### src/logic/rtsc_map.svh
`ifndef RTSC_MAP_SVH
`define RTSC_MAP_SVH

// Strap sampling delay after reset release, in nanoseconds
`define RTSC_STRAP_DELAY_NS   1500
// Clock period in nanoseconds (10 MHz)
`define RTSC_CLK_PERIOD_NS    100
// Cycles from release to strap sample, rounded down
`define RTSC_STRAP_CYCLES     (`RTSC_STRAP_DELAY_NS / `RTSC_CLK_PERIOD_NS)
// Last counter value in the wait phase; the sample phase adds one cycle
`define RTSC_WAIT_LAST        (`RTSC_STRAP_CYCLES - 2)
// Counter width
`define RTSC_CNT_W            5
// Number of strap pins and gpio bits
`define RTSC_STRAPS           8
`define RTSC_GPIO_W           20
`define RTSC_TEST_MODE_SELECT_W          3
// Position of the second output trigger among the strap pins
`define RTSC_TRIG_B_POS       4
// Reset values
`define RTSC_ZERO8            8'h00
`define RTSC_ZERO20           20'h00000
`define RTSC_ZERO3            3'h0
`define RTSC_ZERO5            5'h00
`define RTSC_ZERO4            4'h0
// Flash pins in reset: values 0, chip selects idle high, no enables
`define RTSC_CS_IDLE          4'hA

`endif

### src/logic/rtsc_pkg.sv
package rtsc_pkg;

	// Sequencer states
	typedef enum logic [1:0] {
		RTSC_HOLD   = 2'b00,
		RTSC_WAIT   = 2'b01,
		RTSC_SAMPLE = 2'b10,
		RTSC_RUN    = 2'b11
	} rtsc_state_e;

	// Strap and enable bundle width types
	typedef logic [7:0]  rtsc_strap_t;
	typedef logic [19:0] rtsc_gpio_t;
	typedef logic [2:0]  rtsc_test_mode_select_t;

endpackage

### src/logic/rtsc_sync_if.sv
`timescale 1ns/100ps
// Synchronised pin levels passed from the input stage to the sequencer
interface rtsc_sync_if;
	logic                 por_n;      // Synchronised reset pin
	logic                 park_n;     // Synchronised park pin
	rtsc_pkg::rtsc_strap_t straps;    // Synchronised strap pins

	modport src (output por_n, output park_n, output straps);
	modport dst (input por_n, input park_n, input straps);
endinterface

### src/logic/rtsc_sync.sv
`timescale 1ns/100ps
`include "rtsc_map.svh"
// Two-flop synchroniser for all asynchronous pin inputs
module rtsc_sync (
	input  wire logic                  clk_i,
	input  wire logic                  reset_i,
	input  wire logic                  por_in_n_i,
	input  wire logic                  mirror_park_in_n_i,
	input  wire rtsc_pkg::rtsc_strap_t strap_pin_i,
	rtsc_sync_if.src                   sync
);
	// First and second stage flops
	logic [`RTSC_STRAPS+1:0] meta_reg;
	logic [`RTSC_STRAPS+1:0] meta_next;
	logic [`RTSC_STRAPS+1:0] stab_reg;
	logic [`RTSC_STRAPS+1:0] stab_next;

	// Next values: sample pins, then move first stage to second
	always_comb begin
		meta_next = {por_in_n_i, mirror_park_in_n_i, strap_pin_i};
		stab_next = meta_reg;
	end

	// Register both stages; reset reads pins as held in reset
	always_ff @(posedge clk_i) begin
		if (reset_i) begin
			meta_reg <= '0;
			stab_reg <= '0;
		end else begin
			meta_reg <= meta_next;
			stab_reg <= stab_next;
		end
	end

	// Only the second stage leaves this module
	assign sync.por_n  = stab_reg[`RTSC_STRAPS+1];
	assign sync.park_n = stab_reg[`RTSC_STRAPS];
	assign sync.straps = stab_reg[`RTSC_STRAPS-1:0];
endmodule

### src/logic/rtsc_top.sv
`timescale 1ns/100ps
`include "rtsc_map.svh"
// Summary of operation
// - Reset pin rising edge starts self-configuration
// - Flash port and gpio tri-stated in reset
// - Illumination selects and mirror enable driven low
// - No output active while reset held
// - Straps floated, sampled 1.5 us later, driven
// - Strap pins 0..2 form test mode select
// - Strap pin 4 carries second output trigger
module rtsc_top (
	input  wire logic                  clk_i,               // 10 MHz system clock
	input  wire logic                  reset_i,             // Synchronous internal reset
	input  wire logic                  por_in_n_i,          // Power-on reset pin
	input  wire logic                  mirror_park_in_n_i,  // Park pin
	input  wire rtsc_pkg::rtsc_strap_t strap_pin_i,         // Strap pin input levels
	input  wire logic                  fn_flash_sclk_i,     // Functional flash clock
	input  wire logic                  fn_flash_sdo_i,      // Functional flash data
	input  wire logic                  fn_flash_sel0_n_i,   // Functional chip select 0
	input  wire logic                  fn_flash_sel1_n_i,   // Functional chip select 1
	input  wire rtsc_pkg::rtsc_gpio_t  fn_gpio_out_i,       // Functional gpio levels
	input  wire rtsc_pkg::rtsc_gpio_t  fn_gpio_oe_i,        // Functional gpio enables
	input  wire logic                  fn_illum_select0_i,  // Functional illum select 0
	input  wire logic                  fn_illum_select1_i,  // Functional illum select 1
	input  wire logic                  fn_mirror_en_n_i,    // Functional mirror enable
	input  wire logic                  fn_out_trigger_b_i,  // Functional second trigger
	input  wire rtsc_pkg::rtsc_strap_t fn_strap_out_i,      // Functional test outputs
	output logic                       flash_port_sclk_o,
	output logic                       flash_port_sclk_oe_o,
	output logic                       flash_port_sdo_o,
	output logic                       flash_port_sdo_oe_o,
	output logic                       flash_port_sel0_n_o,
	output logic                       flash_port_sel0_n_oe_o,
	output logic                       flash_port_sel1_n_o,
	output logic                       flash_port_sel1_n_oe_o,
	output rtsc_pkg::rtsc_gpio_t       gpio_o,
	output rtsc_pkg::rtsc_gpio_t       gpio_oe_o,
	output logic                       illum_select0_o,
	output logic                       illum_select1_o,
	output logic                       mirror_array_enable_n_o,
	output rtsc_pkg::rtsc_strap_t      strap_pin_o,
	output rtsc_pkg::rtsc_strap_t      strap_pin_oe_o,
	output rtsc_pkg::rtsc_test_mode_select_t      test_mode_select_o,  // Captured strap value
	output logic                       config_start_o,      // One-cycle start pulse
	output logic                       released_o,          // Device out of reset
	output logic                       park_released_o      // Both pins seen high
);
	// Synchronised pins
	rtsc_sync_if sync ();

	// Input synchroniser instance
	rtsc_sync u_sync (
		.clk_i              (clk_i),
		.reset_i            (reset_i),
		.por_in_n_i         (por_in_n_i),
		.mirror_park_in_n_i (mirror_park_in_n_i),
		.strap_pin_i        (strap_pin_i),
		.sync               (sync)
	);

	// Sequencer state
	rtsc_pkg::rtsc_state_e  state_reg,  state_next;  // Current phase
	logic                   por_d_reg,  por_d_next;  // Delayed reset level
	logic [`RTSC_CNT_W-1:0] cnt_reg,    cnt_next;    // Strap delay counter
	rtsc_pkg::rtsc_test_mode_select_t  test_mode_select_reg,  test_mode_select_next;  // Captured select
	logic                   start_reg,  start_next;  // Start pulse
	logic                   run_reg,    run_next;    // Outputs functional
	logic                   drv_reg,    drv_next;    // Straps driven
	logic                   park_reg,   park_next;   // Both pins high

	// Output stage
	logic                  fsclk_reg, fsclk_oe_reg, fsdo_reg, fsdo_oe_reg;
	logic                  fcs0_reg, fcs0_oe_reg, fcs1_reg, fcs1_oe_reg;
	rtsc_pkg::rtsc_gpio_t  gpio_reg, gpio_oe_reg;
	logic                  ill0_reg, ill1_reg, men_reg;
	rtsc_pkg::rtsc_strap_t strap_reg, strap_oe_reg;

	// Sequencer next values
	always_comb begin
		state_next = state_reg;
		por_d_next = sync.por_n;
		cnt_next   = cnt_reg;
		test_mode_select_next = test_mode_select_reg;
		start_next = 1'b0;
		run_next   = run_reg;
		drv_next   = drv_reg;
		park_next  = run_reg & sync.por_n & sync.park_n;
		if (!sync.por_n) begin
			// Reset pin low: return to hold from any phase
			state_next = rtsc_pkg::RTSC_HOLD;
			cnt_next   = `RTSC_ZERO5;
			test_mode_select_next = `RTSC_ZERO3;
			run_next   = 1'b0;
			drv_next   = 1'b0;
			park_next  = 1'b0;
		end else begin
			case (state_reg)
				rtsc_pkg::RTSC_HOLD: begin
					// Rising edge of reset pin
					if (!por_d_reg) begin
						state_next = rtsc_pkg::RTSC_WAIT;
						start_next = 1'b1;
						run_next   = 1'b1;
						cnt_next   = `RTSC_ZERO5;
					end
				end
				rtsc_pkg::RTSC_WAIT: begin
					// Count out the strap delay
					cnt_next = cnt_reg + `RTSC_CNT_W'(1);
					if (cnt_reg == `RTSC_CNT_W'(`RTSC_WAIT_LAST)) begin
						state_next = rtsc_pkg::RTSC_SAMPLE;
					end
				end
				rtsc_pkg::RTSC_SAMPLE: begin
					// Capture select bits, then drive straps
					test_mode_select_next = sync.straps[`RTSC_TEST_MODE_SELECT_W-1:0];
					drv_next   = 1'b1;
					state_next = rtsc_pkg::RTSC_RUN;
				end
				rtsc_pkg::RTSC_RUN: begin
					// Hold captured select until next reset
					state_next = rtsc_pkg::RTSC_RUN;
				end
				default: begin
					state_next = rtsc_pkg::RTSC_HOLD;
				end
			endcase
		end
	end

	// Sequencer registers
	always_ff @(posedge clk_i) begin
		if (reset_i) begin
			state_reg <= rtsc_pkg::RTSC_HOLD;
			por_d_reg <= 1'b0;
			cnt_reg   <= `RTSC_ZERO5;
			test_mode_select_reg <= `RTSC_ZERO3;
			start_reg <= 1'b0;
			run_reg   <= 1'b0;
			drv_reg   <= 1'b0;
			park_reg  <= 1'b0;
		end else begin
			state_reg <= state_next;
			por_d_reg <= por_d_next;
			cnt_reg   <= cnt_next;
			test_mode_select_reg <= test_mode_select_next;
			start_reg <= start_next;
			run_reg   <= run_next;
			drv_reg   <= drv_next;
			park_reg  <= park_next;
		end
	end

	// Output stage: gate functional values by phase
	logic                  o_sclk, o_sclk_oe, o_sdo, o_sdo_oe;
	logic                  o_cs0, o_cs0_oe, o_cs1, o_cs1_oe;
	rtsc_pkg::rtsc_gpio_t  o_gpio, o_gpio_oe;
	logic                  o_ill0, o_ill1, o_men;
	rtsc_pkg::rtsc_strap_t o_strap, o_strap_oe;

	always_comb begin
		// Flash port and gpio float while not running
		o_sclk     = run_next & fn_flash_sclk_i;
		o_sclk_oe  = run_next;
		o_sdo      = run_next & fn_flash_sdo_i;
		o_sdo_oe   = run_next;
		o_cs0      = run_next ? fn_flash_sel0_n_i : 1'b1;
		o_cs0_oe   = run_next;
		o_cs1      = run_next ? fn_flash_sel1_n_i : 1'b1;
		o_cs1_oe   = run_next;
		o_gpio     = run_next ? fn_gpio_out_i : `RTSC_ZERO20;
		o_gpio_oe  = run_next ? fn_gpio_oe_i : `RTSC_ZERO20;
		// Forced low outputs
		o_ill0     = run_next & fn_illum_select0_i;
		o_ill1     = run_next & fn_illum_select1_i;
		o_men      = run_next & fn_mirror_en_n_i;
		// Straps float until sampled, then driven
		o_strap    = drv_next ? fn_strap_out_i : `RTSC_ZERO8;
		o_strap[`RTSC_TRIG_B_POS] = drv_next & fn_out_trigger_b_i;
		o_strap_oe = drv_next ? {`RTSC_STRAPS{1'b1}} : `RTSC_ZERO8;
	end

	// Output registers, released values from reset
	always_ff @(posedge clk_i) begin
		if (reset_i) begin
			{fsclk_reg, fsclk_oe_reg, fsdo_reg, fsdo_oe_reg} <= `RTSC_ZERO4;
			{fcs0_reg, fcs0_oe_reg, fcs1_reg, fcs1_oe_reg}   <= `RTSC_CS_IDLE;
			gpio_reg     <= `RTSC_ZERO20;
			gpio_oe_reg  <= `RTSC_ZERO20;
			{ill0_reg, ill1_reg, men_reg} <= `RTSC_ZERO3;
			strap_reg    <= `RTSC_ZERO8;
			strap_oe_reg <= `RTSC_ZERO8;
		end else begin
			{fsclk_reg, fsclk_oe_reg, fsdo_reg, fsdo_oe_reg} <= {o_sclk, o_sclk_oe, o_sdo, o_sdo_oe};
			{fcs0_reg, fcs0_oe_reg, fcs1_reg, fcs1_oe_reg}   <= {o_cs0, o_cs0_oe, o_cs1, o_cs1_oe};
			gpio_reg     <= o_gpio;
			gpio_oe_reg  <= o_gpio_oe;
			{ill0_reg, ill1_reg, men_reg} <= {o_ill0, o_ill1, o_men};
			strap_reg    <= o_strap;
			strap_oe_reg <= o_strap_oe;
		end
	end

	// Port assignments straight from flops
	assign flash_port_sclk_o       = fsclk_reg;
	assign flash_port_sclk_oe_o    = fsclk_oe_reg;
	assign flash_port_sdo_o        = fsdo_reg;
	assign flash_port_sdo_oe_o     = fsdo_oe_reg;
	assign flash_port_sel0_n_o     = fcs0_reg;
	assign flash_port_sel0_n_oe_o  = fcs0_oe_reg;
	assign flash_port_sel1_n_o     = fcs1_reg;
	assign flash_port_sel1_n_oe_o  = fcs1_oe_reg;
	assign gpio_o                  = gpio_reg;
	assign gpio_oe_o               = gpio_oe_reg;
	assign illum_select0_o         = ill0_reg;
	assign illum_select1_o         = ill1_reg;
	assign mirror_array_enable_n_o = men_reg;
	assign strap_pin_o             = strap_reg;
	assign strap_pin_oe_o          = strap_oe_reg;
	assign test_mode_select_o      = test_mode_select_reg;
	assign config_start_o          = start_reg;
	assign released_o              = run_reg;
	assign park_released_o         = park_reg;
endmodule

### config.mk
export PLATFORM = sky130hd
export DESIGN_NAME = rtsc_top
export DESIGN_NICKNAME = d
export VERILOG_FILES = /design/src/logic/rtsc_pkg.sv /design/src/logic/rtsc_sync_if.sv /design/src/logic/rtsc_sync.sv /design/src/logic/rtsc_top.sv
export VERILOG_INCLUDE_DIRS = /design/src /design/src/logic
export SDC_FILE = /design/constraint.sdc
export NUM_CORES = 1
export LEC_CHECK = 0
export ABC_CLOCK_PERIOD_IN_PS = 1900
export BUFFER_PORTS_ARGS = -buffer_cell sky130_fd_sc_hd__buf_4
export CAP_MARGIN = 0
export CORE_ASPECT_RATIO = 0.6
export CORE_MARGIN = 4
export CORE_UTILIZATION = 36
export DETAILED_ROUTE_END_ITERATION = 8
export PLACE_DENSITY_LB_ADDON = 0.2
export SLEW_MARGIN = 20
export SYNTH_ARGS = -nofsm -noshare
export SYNTH_HDL_FRONTEND = slang
export SYNTH_SLANG_ARGS = --single-unit
export TNS_END_PERCENT = 50
### constraint.sdc
create_clock -name clk_i -period 1.9 [get_ports clk_i]
set_input_delay 0.38 -clock clk_i [delete_from_list [all_inputs] [get_ports clk_i]]
set_output_delay 0.38 -clock clk_i [all_outputs]
set_load 0.005 [all_outputs]
# Word-level counts from Yosys, hierarchy flattened
# Cells that the tools add are included.
classes:
  addsub: 1
  n_eq_ne: 6
  n_mux: 12
  n_bitwise: 12
  reduce_logical: 9
op_table:
  columns: ["cell", "n"]
  rows:
  - ["$pmux 5 s2", 1]
  - ["$and 1x1->1", 8]
  - ["$mux 8", 1]
  - ["$reduce_or 2->1", 4]
  - ["$mux 1", 6]
  - ["$pmux 2 s3", 1]
  - ["$add 5x1->5 const B", 1]
  - ["$eq 5x4->1 const B", 1]
  - ["$mux 5", 1]
  - ["$eq 2x2->1 const B", 2]
  - ["$mux 2", 2]
  - ["$ne 2x2->1 const B", 2]
  - ["$not 1->1", 4]
  - ["$reduce_and 2->1", 2]
  - ["$reduce_or 3->1", 1]
  - ["$eq 2x1->1 const B", 1]
  - ["$logic_not 2->1", 1]
  - ["$reduce_bool 2->1", 1]
word_totals:
  reg_bits: 98
  in_bits: 68
  wordCells: 62

# Longest topological paths before layout
depth:
  word_depth: 5
  ltp_mapped: 6

# Cells and area by module
# From an unflattened synthesis, not the netlist that was laid out.
unflattened:
  hier_cells: 234
  hier_area_um2: 2788.9
by_module_without_submodules:
  columns: ["mod", "n_inst", "cells_per_inst", "area_each_um2", "seq_area_each_um2"]
  rows:
  - ["rtsc_top", 1, 192, 2170.8, 1401.3]
  - ["rtsc_sync", 1, 42, 618.1, 400.4]

# Worst setup path after synthesis
# No wires, ideal clock.
synth_path:
  path_type: "register -> register"
  start: "register state_reg[0]"
  end: "register fsclk_reg (netlist: flash_port_sclk_o)"
  setup_ns: 0.059
  arrival_time_ns: 1.324
  required_ns: 1.841
  slack_ns: 0.517
  path_stages_with_launch: 7
  path_buffers: 3
  cell_sequence: "dfxtp_1 buf_2 or3_4 a21oi_2 buf_4 buf_6 and2_1"
synth_between:
  elab_chain_cells: 4
synth_lines:
  columns: ["element", "line_no", "text"]
  rows:
  - ["start, declared", "rtsc_top.sv:62", "rtsc_pkg::rtsc_state_e state_reg, state_next;"]
  - ["start signal, assigned", "rtsc_top.sv:134", "state_reg <= rtsc_pkg::RTSC_HOLD;"]
  - ["start signal, assigned", "rtsc_top.sv:143", "state_reg <= state_next;"]
  - ["$logic_not 2->1", "rtsc_top.sv:97", "case (state_reg)"]
  - ["$mux 1", "rtsc_top.sv:97", null]
  - ["$mux 1", "rtsc_top.sv:88", "if (!sync.por_n) begin"]
  - ["$and 1x1->1", "rtsc_top.sv:163", "o_sclk = run_next & fn_flash_sclk_i;"]
  - ["end signal, assigned", "rtsc_top.sv:186", "{fsclk_reg, fsclk_oe_reg, fsdo_reg, fsdo_oe_reg} <= `RTSC_ZERO4;"]
  - ["end signal, assigned", "rtsc_top.sv:194", "{fsclk_reg, fsclk_oe_reg, fsdo_reg, fsdo_oe_reg} <= {o_sclk, o_sclk_oe, o_sdo, o_sdo_oe};"]
  - ["end, declared", "rtsc_top.sv:72", "logic fsclk_reg, fsclk_oe_reg, fsdo_reg, fsdo_oe_reg;"]
# No other way between the ends.
# A chain may end at the register's enable or synchronous reset.

# Final worst setup path
layout_path:
  start: "register state_reg[0]"
  end: "register cnt_reg[3]"
layout_between:
  elab_chain_cells: 3
  word_cells_on_any_way: 6
  cone_classes: "2 x eq/ne; 1 x mux; 3 x reduce/logical"
layout_lines:
  columns: ["element", "line_no", "text"]
  rows:
  - ["$eq 2x1->1 or $logic_not 2->1 (tied branches)", "rtsc_top.sv:97", null]
  - ["$reduce_bool 2->1 (no source line) or $ne 2x2->1 (tied branches)", null, null]
  - ["$reduce_and 2->1 (no source line)", null, null]
  - ["end signal, assigned", "rtsc_top.sv:136", "cnt_reg <= `RTSC_ZERO5;"]
  - ["end signal, assigned", "rtsc_top.sv:145", "cnt_reg <= cnt_next;"]
  - ["end, declared", "rtsc_top.sv:64", "logic [`RTSC_CNT_W-1:0] cnt_reg, cnt_next;"]
# Several ways; a longest one is shown, not always the timed one.

==> results.txt <==
The share of total power in the clock network came out at 49.2%. The total area inside the core boundary comes to 6359 µm². For this run, the number of Yosys warnings is 0. The endpoint of the most critical register-to-register path is cnt_reg[3]$_SDFFE_PP0P_. The wire length reported by the detailed router is 5123 µm. The number of endpoints with negative hold slack in the final report was 0. The maximum clock path buffer count came out at 2. Routability-driven placement finished with a final weighted congestion of 0.6894. Summed over all failing endpoints, the final setup total negative slack is 0 ps. The wire-length estimate of the detail-placed layout is 3837 µm.

The via count of the first global-routing pass came out at 1,680. The share of total power dissipated in sequential elements is 46.5%. The largest net degree at the start of global routing is 49.

Once the clock tree was built, the setup fixing pass inserted 0 buffers. The insertion delay of the later-clocked pin in the worst-skew pair came out at 320 ps. The launch point of the worst hold path is fn_flash_sel1_n_i. The mean routed wirelength per cell is 11.97 µm.

For this design the total switching power over the nets is 0.6524 mW. The switching power share of the total came out at 17.68%. Power spread over the standard cell area amounts to 978.8 nW/µm². The CTS tree is yes. The flow ran to the end, and the final reports show no timing, DRC or antenna violations. Following the worst setup path forward leads to its endpoint at cnt_reg[3]$_SDFFE_PP0P_. The overall via count from detail_route came out at 1,759. The ratio of cells with drive above 1 in the final layout is 44.77%. Data on the critical path is required at its endpoint by 2150 ps. The area growth from synthesis to final layout came out at 53.88%. The share of total power dissipated in combinational logic is 4.4%.

After layout, the worst setup slack is 419.3 ps. Data on the critical path arrives at its endpoint at 1740 ps. The diode insertion count for antenna repair came out at 0. The setup check on the worst reg-to-reg path leaves a slack of 420 ps.

The via density per instance came out at 4.110. The quantity of hold-fixing buffers added after cts came out at 0. The number of pins with negative max-slew slack in the final report is 0. Post-CTS repair changed the size of 0 cells. Total power for the finished layout comes to 3.690 mW. The first-pass iteration count of the detailed router came out at 4. A synthesized cell averages 11.50 µm². The time the worst path needs with I/O delays and setup is 1481 ps. The synthesis-stage register bit count came out at 80. The width of the die is 114.5 µm. The count of cells in the finished layout, fillers not included, comes to 428. The slew at the pin closest to its max-slew limit came out at 373.8 ps. The achievable clock frequency is 675.4 MHz.

The cell count after placement is 413. The leakage power summed over all cells came out at 1.797 nW. The number of clock sinks came out at 80. The post-placement setup slack is 417.8 ps. The worst-path maximum fanout came out at 9.

The critical path is of the reg2reg type. Across every metal layer, demand over resource in global routing totals 12.63%. The global-route wire length before repair came out at 7879 µm. Once layout is complete, the utilization of the core stands at 59.29%. VDD sags by at most 0.0005946 V. The effective utilization at floorplan came out at 38.53%. In this run, CTS created clock tree buffers numbering 9. The number of nets handed over by synthesis was 283. The initial detailed-routing violation count is 78. The final routed DRC violation total is 0. Port buffering added 134 buffers. The number of cell instances on the worst register-to-register path came out at 3. The initial antenna violation count is 0. The beginning of the critical path is state_reg[0]$_SDFFE_PP0P_. The die covers 8233 µm².

The worst setup path is captured at a flip-flop. The total of endpoints with negative setup slack in the final report is 0. The number of cells produced by synthesis came out at 213.

The master cell of the clock root buffer is sky130_fd_sc_hd__clkbuf_16. Measured along the y axis, the die boundary spans 71.90 µm. The synthesized netlist contains 28 unique library cells. The worst register-to-register path begins at state_reg[0]$_SDFFE_PP0P_. The max-cap check violation count is 0. The residual antenna-violating net count after detailed routing came out at 0. Setup repair after global routing left no endpoint under its margin. The number of nets in the layout is 410. The clock tree synthesis step divided the H-tree into 3 levels.

The worst pin sits at a relative slew slack of 75.03%. The aggregate global routing overflow is 0. The worst hold path belongs to the class in2reg. The cell area that synthesis handed to floorplanning was 2450 µm².

The critical path launch point type is a flip-flop. The largest clock skew in the final design is 4.220 ps. Clock-pin slew was measured on the worst setup and hold paths at 50 ps.

The filler cells instantiated in the layout total 549. The sequential fraction of the synthesis area came out at 65.37%. The cell-internal power is 3.038 mW.

The number of core rows came out at 22. In this run the count of I/O pins placed on the die edge is 141. The portion of the clock cycle consumed by the worst path in the final layout is 77.93%.
-- worst min path at each step --
stage | cells past startpoint | slack [ps] | endpoint
2_1_floorplan | 1 | 410 | u_sync.stab_reg[0]$_SDFF_PP0_
3_3_place_gp | 1 | 420 | u_sync.stab_reg[9]$_SDFF_PP0_
3_5_place_dp | 1 | 430 | u_sync.stab_reg[9]$_SDFF_PP0_
4_1_cts | 2 | 220 | flash_port_sel1_n_o$_SDFF_PP1_
5_1_grt | 2 | 230 | flash_port_sel0_n_o$_SDFF_PP1_
6_report | 2 | 240 | flash_port_sel1_n_o$_SDFF_PP1_
-- final cells by class --
| type | count | area (µm²) | share of cell area (%) |
|---|---|---|---|
| Clock buffer | 12 | 256.5 | 6.804 |
| Sequential cell | 80 | 1602 | 42.48 |
| Multi-Input combinational cell | 108 | 685.7 | 18.19 |
| Timing Repair Buffer | 137 | 1041 | 27.61 |
| Inverter | 4 | 15.01 | 0.3983 |
| Tap cell | 84 | 105.1 | 2.788 |
| Clock inverter | 3 | 65.06 | 1.726 |
-- through the flow --
step / instance area, µm² / hold slack, ps
3_5_place_dp: 3448 / 425.8
6_report: 3770 / 238.7
2_1_floorplan: 2450 / 413.8
4_1_cts: 3770 / 224.1
3_3_place_gp: 3448 / 420.8
5_1_grt: 3770 / 234.4
-- synth_stat cells (all sizes together) --
master  count  area share, %
ha          2            1.0
o32a        1           0.41
and2       53             14
dfxtp      80             65
inv         4           0.61
o31ai       1           0.31
buf        18            5.5
clkbuf      3           0.51
o211ai      1           0.31
nand4       2           0.51
a21oi       5            1.2
nor2b      12            3.1
a31oi       1           0.26
o21a        1           0.31
mux2i       3            1.2
nor2        5           0.77
o21ai       4           0.82
nand3       3           0.61
nand2       3           0.46
or3         1           0.46
and3        1           0.26
or3b        1           0.36
nand2b      7            1.8
o311ai      1           0.36
-- per-layer routing --
layer / global-route usage (%) / wire length, µm
met5: 0 / 0
met4: 6.324 / 49
met3: 7.667 / 547
met2: 19.79 / 2521
met1: 13.51 / 2005
-- power groups by stage --
stage	Clock (mW)	Combinational (mW)	Sequential, mW
3_5_place_dp	0	0.163	1.75
3_3_place_gp	0	0.161	1.75
5_1_grt	1.93	0.176	1.72
2_1_floorplan	0	0.0398	1.75
6_report	1.81	0.161	1.72
4_1_cts	1.88	0.164	1.72
-- kinds of logic after synthesis --
logic type      count (synthesis)  synth area share [%]
compound gates                 15                 3.933
mux                             3                 1.226
fa+ha+maj                       2                 1.021
simple gates                   88                 21.81
flops                          80                 65.37
buf+inv                        25                 6.639
-- cells in the final DEF (no fill, tap or decap) --
cell / Yosys / final
sky130_fd_sc_hd__inv_1: 4 / 4
sky130_fd_sc_hd__o21ai_0: 4 / 4
sky130_fd_sc_hd__nor2b_1: 12 / 12
sky130_fd_sc_hd__nor2_1: 5 / 5
sky130_fd_sc_hd__mux2i_1: 3 / 3
sky130_fd_sc_hd__dfxtp_1: 80 / 80
sky130_fd_sc_hd__clkbuf_16: 0 / 9
sky130_fd_sc_hd__clkbuf_8: 0 / 2
sky130_fd_sc_hd__clkinv_2: 0 / 1
sky130_fd_sc_hd__o311ai_0: 1 / 1
sky130_fd_sc_hd__and2_1: 53 / 53
sky130_fd_sc_hd__buf_12: 0 / 1
sky130_fd_sc_hd__o32a_1: 1 / 1
sky130_fd_sc_hd__bufinv_16: 0 / 2
sky130_fd_sc_hd__nand2_1: 3 / 3
sky130_fd_sc_hd__o21a_1: 1 / 1
sky130_fd_sc_hd__o31ai_1: 1 / 1
sky130_fd_sc_hd__ha_1: 2 / 2
sky130_fd_sc_hd__a21oi_2: 1 / 1
sky130_fd_sc_hd__clkbuf_1: 2 / 1
sky130_fd_sc_hd__buf_4: 13 / 136
sky130_fd_sc_hd__or3_4: 1 / 1
sky130_fd_sc_hd__a31oi_1: 1 / 1
sky130_fd_sc_hd__or3b_2: 1 / 1
sky130_fd_sc_hd__and3_1: 1 / 1
sky130_fd_sc_hd__nand3_1: 3 / 3
sky130_fd_sc_hd__a21oi_1: 4 / 4
sky130_fd_sc_hd__nand2b_1: 7 / 7
sky130_fd_sc_hd__o211ai_1: 1 / 1
sky130_fd_sc_hd__nand4_1: 2 / 2
-- worst max-delay path: stages, from the launching register on --
cell                      delay, ps
sky130_fd_sc_hd__dfxtp_1        480
sky130_fd_sc_hd__nor2b_1        300
sky130_fd_sc_hd__or3b_2         470
sky130_fd_sc_hd__a31oi_1        160
Power figures use the tool's default switching activity.
